### src/design/pslr_pkg.sv
// constants, types and the latency decode for the pseudo-static dram latency/refresh control
// assumes a 100 MHz reference clock that samples the memory bus pins
package pslr_pkg;

   // command-address framing, six bytes on both clock edges
   localparam int unsigned CA_EDGES  = 6;
   localparam int unsigned REG_BYTES = 2;
   localparam int unsigned CA_BITS   = 48;

   // latency_drive_config fields
   localparam int unsigned CR0_LAT_LO   = 4;
   localparam int unsigned CR0_LAT_HI   = 7;
   localparam int unsigned CR0_FIXED    = 3;
   localparam int unsigned CR0_DRV_LO   = 12;
   localparam int unsigned CR0_DRV_HI   = 14;
   localparam logic [3:0]  LAT_CODE_RST = 4'h1;   // selects 6 clocks
   localparam logic [2:0]  DRV_CODE_RST = 3'h0;
   localparam logic [15:0] CR0_RESET    = 16'h0018;

   // refresh_interval_config codes, read-only
   localparam logic [1:0]  RI_DEFAULT = 2'h2;
   localparam logic [1:0]  RI_X1P5    = 2'h3;
   localparam logic [1:0]  RI_X2      = 2'h0;
   localparam logic [1:0]  RI_X4      = 2'h1;

   // register select: lowest address bit picks the second register
   localparam int unsigned REG_SEL_BIT = 0;

   // latency edges per clock and double-latency factor
   localparam int unsigned EDGES_PER_CLK = 2;
   localparam int unsigned LAT_PERIODS   = 2;

   // distributed refresh timing
   localparam int unsigned CLK_MHZ           = 100;
   localparam int unsigned REFRESH_WINDOW_MS = 64;
   localparam int unsigned ARRAY_ROWS        = 16384;
   localparam int unsigned ROW_PERIOD_CYC    = (REFRESH_WINDOW_MS * 1000 * CLK_MHZ) / ARRAY_ROWS;
   localparam int unsigned REFRESH_BUSY_CYC  = 4;

   typedef enum logic [2:0] {
      ST_IDLE  = 3'b000,
      ST_CA    = 3'b001,
      ST_LAT   = 3'b010,
      ST_RREG  = 3'b011,
      ST_DATA  = 3'b100,
      ST_WREG  = 3'b101,
      ST_DONE  = 3'b110
   } pslr_state_t;

   typedef struct packed {
      logic        read;
      logic        reg_space;
      logic        linear;
      logic [44:0] addr;
   } pslr_ca_t;

   typedef struct packed {
      logic [7:0] dq;
      logic       dq_oe_n;
      logic       strobe_mask_line;
      logic       strobe_mask_oe_n;
   } pslr_pins_t;

   // latency field to clock count, 3 to 8 clocks
   function automatic logic [3:0] pslr_lat_clocks(input logic [3:0] code);
      logic [3:0] n;
      case (code)
         4'he:    n = 4'h3;
         4'hf:    n = 4'h4;
         4'h0:    n = 4'h5;
         4'h1:    n = 4'h6;
         4'h2:    n = 4'h7;
         4'h3:    n = 4'h8;
         default: n = 4'h6;
      endcase
      return n;
   endfunction

endpackage

### src/design/pslr_ctrl.sv
// latency, configuration and hidden refresh control of the memory device bus end
// assumes bus pins arrive asynchronously and are oversampled by i_ref_clk
// How it works
// - reads, writes and register reads wait 6 to 16 clocks from latency field
// - reset latency field selects 6 clocks
// - pending or running refresh raises strobe line during command-address
// - register writes take data right after command-address, zero latency
// - refresh may run while register write data is captured
// - latency is always twice the selected clock count
// - fixed bit set drives strobe line high in every latency-bearing command-address
// - fixed-latency bit is set after reset
// - drive-strength field picks output impedance, reset value zero
// - refresh only starts when idle or while register write data is captured
// - single-row refreshes spread evenly over window, 16384 rows
// - second register low bits report refresh interval code, rest reserved
// - while deselected, interface ignores everything but select and reset
`timescale 1ns/10ps
module pslr_ctrl
   import pslr_pkg::*;
#(
   parameter logic [1:0] REFRESH_CODE = pslr_pkg::RI_DEFAULT
) (
   input  wire logic                 i_ref_clk,        // 100 MHz reference clock
   input  wire logic                 i_rst,            // synchronous reset, high
   input  wire logic                 i_ck,             // bus clock pin
   input  wire logic                 i_cs_n,           // chip select pin, low active
   input  wire logic [7:0]           i_dq,             // data/command pins
   output      pslr_pkg::pslr_pins_t o_pins,           // dq and strobe drive, enables low active
   output      logic [2:0]           o_drive_strength, // output impedance select
   output      logic                 o_busy,           // host access in progress
   output      logic                 o_refresh_strobe, // one-cycle row refresh
   output      logic [13:0]          o_refresh_row     // row being refreshed
);
   import pslr_pkg::*;

   localparam logic [5:0] CA_LAST  = 6'(CA_EDGES - 1);
   localparam logic [5:0] REG_LAST = 6'(REG_BYTES - 1);

   // pin synchronisers; third ck stage only for edge detection
   logic       ck_s1_q, ck_s2_q, ck_s3_q, cs_s1_q, cs_s2_q;
   logic [7:0] dq_s1_q, dq_s2_q;

   always_ff @(posedge i_ref_clk) begin
      if (i_rst) begin
         ck_s1_q <= 1'b0;
         ck_s2_q <= 1'b0;
         ck_s3_q <= 1'b0;
         cs_s1_q <= 1'b1;
         cs_s2_q <= 1'b1;
         dq_s1_q <= 8'h00;
         dq_s2_q <= 8'h00;
      end else begin
         ck_s1_q <= i_ck;
         ck_s2_q <= ck_s1_q;
         ck_s3_q <= ck_s2_q;
         cs_s1_q <= i_cs_n;
         cs_s2_q <= cs_s1_q;
         dq_s1_q <= i_dq;
         dq_s2_q <= dq_s1_q;
      end
   end

   logic ck_edge;
   logic selected;
   assign ck_edge  = ck_s2_q ^ ck_s3_q;
   assign selected = ~cs_s2_q;

   // bus state
   pslr_state_t st_q, st_d;
   logic [5:0]  cnt_q, cnt_d;
   logic [47:0] ca_q, ca_d;
   pslr_ca_t    ca_now;
   logic [15:0] cr0_q, cr0_d;
   logic [15:0] wdat_q, wdat_d;
   logic        rsel_q, rsel_d;
   pslr_pins_t  pins_q, pins_d;
   logic        busy_q, busy_d;
   logic [5:0]  lat_edges;
   logic [15:0] reg_rd;
   logic [47:0] ca_shift;

   // refresh state
   logic        pend_q, pend_d;
   logic [2:0]  rbusy_q, rbusy_d;
   logic [11:0] tmr_q, tmr_d;
   logic [11:0] period;
   logic [13:0] row_q, row_d;
   logic        strobe_q, strobe_d;
   logic        fire, start, blocked;

   // double latency always applies on this two-die part
   assign lat_edges = 6'(pslr_lat_clocks(cr0_q[CR0_LAT_HI:CR0_LAT_LO])
                      * LAT_PERIODS * EDGES_PER_CLK);
   assign ca_shift  = {ca_q[39:0], dq_s2_q};
   assign ca_now    = pslr_ca_t'(ca_shift);
   // second register: reserved bits read zero
   assign reg_rd    = rsel_q ? {14'h0000, REFRESH_CODE} : cr0_q;

   always_comb begin
      st_d   = st_q;
      cnt_d  = cnt_q;
      ca_d   = ca_q;
      cr0_d  = cr0_q;
      wdat_d = wdat_q;
      rsel_d = rsel_q;
      pins_d = pins_q;
      case (st_q)
         ST_IDLE: begin
            if (selected) begin
               st_d  = ST_CA;
               cnt_d = 6'h00;
               ca_d  = 48'h000000000000;
               // refresh need is flagged up front so host can plan latency
               pins_d.strobe_mask_line = cr0_q[CR0_FIXED] | pend_q
                                         | (rbusy_q != 3'h0);
               pins_d.strobe_mask_oe_n = 1'b0;
            end
         end
         ST_CA: begin
            if (ck_edge) begin
               ca_d  = ca_shift;
               cnt_d = cnt_q + 6'h01;
               if (cnt_q == CA_LAST) begin
                  cnt_d  = 6'h00;
                  rsel_d = ca_now.addr[REG_SEL_BIT];
                  if (!ca_now.read && ca_now.reg_space) begin
                     // zero latency: no turnaround, let go of strobe line
                     st_d = ST_WREG;
                     pins_d.strobe_mask_oe_n = 1'b1;
                  end else begin
                     st_d = ST_LAT;
                     pins_d.strobe_mask_line = 1'b0;
                     pins_d.strobe_mask_oe_n = ~ca_now.read;
                  end
               end
            end
         end
         ST_LAT: begin
            if (ck_edge) begin
               cnt_d = cnt_q + 6'h01;
               if (cnt_q == lat_edges - 6'h01) begin
                  cnt_d = 6'h00;
                  if (ca_q[CA_BITS-1] && ca_q[CA_BITS-2]) begin
                     st_d = ST_RREG;
                     pins_d.dq               = reg_rd[15:8];
                     pins_d.dq_oe_n          = 1'b0;
                     pins_d.strobe_mask_line = 1'b1;
                  end else begin
                     st_d = ST_DATA;
                  end
               end
            end
         end
         ST_RREG: begin
            if (ck_edge) begin
               cnt_d = cnt_q + 6'h01;
               if (cnt_q == 6'h00) begin
                  pins_d.dq               = reg_rd[7:0];
                  pins_d.strobe_mask_line = 1'b0;
               end else begin
                  st_d = ST_DONE;
                  pins_d.dq_oe_n          = 1'b1;
                  pins_d.strobe_mask_oe_n = 1'b1;
               end
            end
         end
         ST_WREG: begin
            if (ck_edge) begin
               wdat_d = {wdat_q[7:0], dq_s2_q};
               cnt_d  = cnt_q + 6'h01;
               if (cnt_q == REG_LAST) begin
                  st_d = ST_DONE;
                  if (!rsel_q) begin
                     cr0_d = {wdat_q[7:0], dq_s2_q};
                  end
                  // second register is read-only: write dropped
               end
            end
         end
         ST_DATA: begin
            // array data path lies outside this block
         end
         ST_DONE: begin
         end
         default: begin
            st_d = ST_IDLE;
         end
      endcase
      // deselect releases every pin and abandons the transaction
      if (!selected) begin
         st_d                    = ST_IDLE;
         pins_d.dq_oe_n          = 1'b1;
         pins_d.strobe_mask_oe_n = 1'b1;
         pins_d.strobe_mask_line = 1'b0;
      end
   end

   always_comb begin
      busy_d = (st_d != ST_IDLE);
   end

   always_ff @(posedge i_ref_clk) begin
      if (i_rst) begin
         st_q   <= ST_IDLE;
         cnt_q  <= 6'h00;
         ca_q   <= 48'h000000000000;
         cr0_q  <= CR0_RESET;
         wdat_q <= 16'h0000;
         rsel_q <= 1'b0;
         pins_q <= '{dq: 8'h00, dq_oe_n: 1'b1, strobe_mask_line: 1'b0,
                     strobe_mask_oe_n: 1'b1};
         busy_q <= 1'b0;
      end else begin
         st_q   <= st_d;
         cnt_q  <= cnt_d;
         ca_q   <= ca_d;
         cr0_q  <= cr0_d;
         wdat_q <= wdat_d;
         rsel_q <= rsel_d;
         pins_q <= pins_d;
         busy_q <= busy_d;
      end
   end

   // row period scales with the reported interval code
   always_comb begin
      case (REFRESH_CODE)
         RI_X1P5: period = 12'((ROW_PERIOD_CYC * 3) / 2);
         RI_X2:   period = 12'(ROW_PERIOD_CYC * 2);
         RI_X4:   period = 12'(ROW_PERIOD_CYC * 4);
         default: period = 12'(ROW_PERIOD_CYC);
      endcase
   end

   // reads and writes block refresh; register write data capture does not
   assign blocked = (st_q != ST_IDLE) && (st_q != ST_WREG);
   assign fire    = (tmr_q == period - 12'h001);
   assign start   = pend_q && (rbusy_q == 3'h0) && !blocked;

   always_comb begin
      tmr_d    = fire ? 12'h000 : tmr_q + 12'h001;
      // a new tick wins over the clear from the refresh it queued behind
      pend_d   = fire | (pend_q & ~start);
      rbusy_d  = (rbusy_q != 3'h0) ? rbusy_q - 3'h1 : rbusy_q;
      row_d    = row_q;
      strobe_d = 1'b0;
      if (start) begin
         // one row per tick, never a burst
         rbusy_d  = 3'(REFRESH_BUSY_CYC);
         row_d    = row_q + 14'h0001;
         strobe_d = 1'b1;
      end
   end

   always_ff @(posedge i_ref_clk) begin
      if (i_rst) begin
         tmr_q    <= 12'h000;
         pend_q   <= 1'b0;
         rbusy_q  <= 3'h0;
         row_q    <= 14'h3fff;
         strobe_q <= 1'b0;
      end else begin
         tmr_q    <= tmr_d;
         pend_q   <= pend_d;
         rbusy_q  <= rbusy_d;
         row_q    <= row_d;
         strobe_q <= strobe_d;
      end
   end

   assign o_pins           = pins_q;
   assign o_drive_strength = cr0_q[CR0_DRV_HI:CR0_DRV_LO];
   assign o_busy           = busy_q;
   assign o_refresh_strobe = strobe_q;
   assign o_refresh_row    = row_q;

endmodule

### config.mk
export PLATFORM = sky130hd
export DESIGN_NAME = pslr_ctrl
export DESIGN_NICKNAME = d
export VERILOG_FILES = /design/src/design/pslr_pkg.sv /design/src/design/pslr_ctrl.sv
export SDC_FILE = /design/constraint.sdc
export NUM_CORES = 1
export LEC_CHECK = 0
export BUFFER_PORTS_ARGS = -buffer_cell sky130_fd_sc_hd__buf_2
export CAP_MARGIN = 20
export CORE_ASPECT_RATIO = 0.75
export CORE_MARGIN = 2
export CORE_UTILIZATION = 35
export CTS_CLUSTER_DIAMETER = 50
export DETAILED_ROUTE_END_ITERATION = 12
export PLACE_DENSITY = 0.58
export SLEW_MARGIN = 5
export SYNTH_ARGS = -nofsm -noshare
export SYNTH_HDL_FRONTEND = slang
export SYNTH_SLANG_ARGS = --single-unit
### constraint.sdc
create_clock -name i_ref_clk -period 3.3 [get_ports i_ref_clk]
set_input_delay 0.66 -clock i_ref_clk [delete_from_list [all_inputs] [get_ports i_ref_clk]]
set_output_delay 0.66 -clock i_ref_clk [all_outputs]
set_load 0.02 [all_outputs]
==> impl_metrics.py <==
metrics = {
    "sta": {
        "drv_slew": 0,
        "skew_ps": 11.0,
        "setup_ws_ps": 585,
        "period_minus_slack_ps": 2710,
        "fmax_ghz": 0.368,
        "rsz0062_at_grt": "false",
        "hold_viol_final": 0,
        "period_share": 0.823,
        "holdWs_ps": 409,
        "setup_violations": 0,
        "worstMarginPinSlew_ps": 731,
        "timing.slew.headroom": 0.512,
        "fin_setup_tns_ps": 0,
    },
    "setup_path": {
        "r2r_cells": 8,
        "critPathMaxFanout": 11,
        "crit_family": "simple AND/OR/NAND/NOR gates",
        "critical_path_depth": 8,
        "end_kind": "flop",
        "path_buf_inv": 0,
        "startpoint_type": "flop",
        "slowest_delay_ps": 590,
        "cp_cell_sequence": "or3_4 > and2_1 > ha_1 > xor2_1 > nand3b_1 > a2111o_1 > or3_1 > a21boi_1",
        "cp.required_ps": 3580,
        "slowest_stage": "a2111o_1",
        "crit_type": "flop to flop",
        "arrival_ps": 3000,
    },
    "grt": {
        "antenna_found_initial": 0,
        "grt_pass1_wl_um": 17800,
        "grt_util_met3": 0.0347,
        "grt_max_degree": 43,
        "use_met1": 0.201,
        "grt_overflow": 0,
        "grt-busiest-layer": "met2",
        "grt_pass1_vias": 3624,
        "grt_use_total": 0.147,
        "grt_use_met2": 0.228,
    },
    "floorplan": {
        "core_um2": 13600,
        "chipWidth_um": 140,
        "rows": 37,
        "die_h_um": 106,
        "die-area_um2": 14800,
        "io_pins": 42,
        "initial_core_util": 0.356,
    },
    "min_path": {
        "hold_class": "flop to flop",
        "min_path_cells": 1,
    },
    "clock_network": {
        "clock_latency_ps": 350,
        "cts.sinks": 110,
        "cts_resized": 0,
        "post-cts-setup-buffers": 0,
        "cts_buffers": 9,
        "clkTransAtPathRegs_ps": 70,
        "cts_root_buf": "clkbuf_16",
        "clock_path_buffers": 2,
        "htree_levels": 3,
        "cts_tree": "yes",
        "ctsHoldBuffers": 0,
    },
    "yosys": {
        "ys.flop_type": "dfxtp_1",
        "netlist_area_um2": 4840,
        "synth-edff-count": 0,
        "postSynthNetCount": 585,
        "synth_most_common_cell": "dfxtp_1",
        "ys_async_sr_fraction": 0,
        "ys_seq_elements": 110,
        "yosys-top-cells-count": "dfxtp_1 (110), nand2_1 (95), nor2_1 (40), a21oi_1 (34), nand3_1 (34)",
        "syn_inst": 563,
        "ys_seq_area_frac": 0.455,
        "synthDistinctLibCells": 63,
        "synth_top_area_cell": "dfxtp_1",
        "yosysTopAreaCellShare": 0.455,
        "syn_avg_cell_area_um2": 8.61,
        "netlist_top_cells_area": "dfxtp_1 (45%), nand2_1 (7.4%), a21oi_1 (3.5%), nand3_1 (3.5%), nor2_1 (3.1%)",
        "synth.yosys.warnings": 0,
    },
    "power": {
        "ir_drop_mv": 0.256,
        "switching_share": 0.224,
        "p_per_area_nw_per_um2": 478,
        "internal_power_mw": 2.02,
        "power_switching_uw": 582,
        "comb_power_share": 0.060,
        "power_mw": 2.60,
        "p_leak_nw": 2.12,
        "p_clk_frac": 0.413,
        "seqPwrFrac": 0.526,
    },
    "place": {
        "portBuffers": 41,
        "placedCellCount": 750,
        "gp_congestion": 0.889,
        "post-place-ws_ps": 633,
        "dp_hpwl_um": 7250,
    },
    "detailed_routing": {
        "drc": 0,
        "avgRoutedWirePerCell_um": 13.6,
        "ant_nets": 0,
        "initialDrtViolationCount": 249,
        "drt-total-wl_um": 10400,
        "vias": 3894,
        "dr.pass1.iters": 4,
        "vias_per_cell": 5.09,
    },
    "cells_and_area": {
        "drive_gt1_frac": 0.139,
        "multi_input_area_um2": 2410,
        "seqCellArea_um2": 2200,
        "area_delta_synth_final_pct": 12.5,
        "nNetsFinal": 608,
        "fillers": 1405,
        "antenna_cells": 0,
        "stdcell_count": 765,
    },
    "job": {
        "max_cap_viol_count": 0,
    },
    "outcome": {
        "outcome": "finished clean",
    },
}
[per-layer routing]
layer / wire [um] / up-vias
li1: - / 1978
met1: 5030 / 1834
met2: 4710 / 70
met3: 556 / 12
met4: 132 / 0
met5: 0 / -
[power groups by stage]
stage / combinational, mW / sequential, mW / clock [mW]
6_report: 0.157 / 1.37 / 1.08
5_1_grt: 0.177 / 1.37 / 1.16
4_1_cts: 0.159 / 1.37 / 1.11
3_5_place_dp: 0.158 / 1.40 / 0
3_3_place_gp: 0.155 / 1.40 / 0
2_1_floorplan: 0.121 / 1.40 / 0
[area by class of cell]
class / count / share of cell area
clock buffer: 12 / 0.0452
clock inverter: 3 / 0.00803
inverter: 16 / 0.0110
multi-input combinational: 400 / 0.443
sequential: 110 / 0.404
tap: 175 / 0.0402
timing repair buffer: 49 / 0.0487
[through the flow]
| stage | instance area (um^2) | util |
|---|---|---|
| 6_report | 5450 | 0.400 |
| 5_1_grt | 5450 | 0.400 |
| 4_1_cts | 5450 | 0.400 |
| 3_5_place_dp | 5160 | 0.379 |
| 3_3_place_gp | 5160 | 0.379 |
| 2_1_floorplan | 4840 | - |
[layout by cell type, fill, tap and decap left out, types with 10 or more instances in the layout]
cell / count
xnor2_1: 17
nor2b_1: 22
buf_2: 41
nand2_1: 95
inv_1: 15
xor2_1: 11
a21oi_1: 34
dfxtp_1: 110
nor3_1: 10
nand3_1: 34
a22oi_1: 13
nor2_1: 40
mux2i_1: 13
ha_1: 10
[final timing paths]
path | slack (ps) | from | endpoint
max | 590 | cr0_q[6]$_SDFFE_PP0P_ | st_q[0]$_SDFF_PP0_
min | 410 | cs_s1_q$_SDFF_PP1_ | cs_s2_q$_SDFF_PP1_
max reg2reg | 590 | cr0_q[6]$_SDFFE_PP0P_ | st_q[0]$_SDFF_PP0_
min reg2reg | 410 | cs_s1_q$_SDFF_PP1_ | cs_s2_q$_SDFF_PP1_
[cell families after synthesis]
kind of cell | share of synthesized area
buffers and inverters | 0.0473
and+or+nand+nor | 0.245
xor gates and xnor gates | 0.0540
AOI/OAI and AO/OA | 0.131
adders and majority gates | 0.0258
DFF | 0.455
muxes | 0.0431
[state kept, by name, indices dropped and copies added (netlist names), 6 cells and up]
signal	count
ca_q	12
cnt_q	6
cr0_q	16
dq_s1_q	8
dq_s2_q	8
o_pins	11
o_refresh_row	14
tmr_q	12
wdat_q	8
No activity file was read; power rests on OpenSTA's default activity.
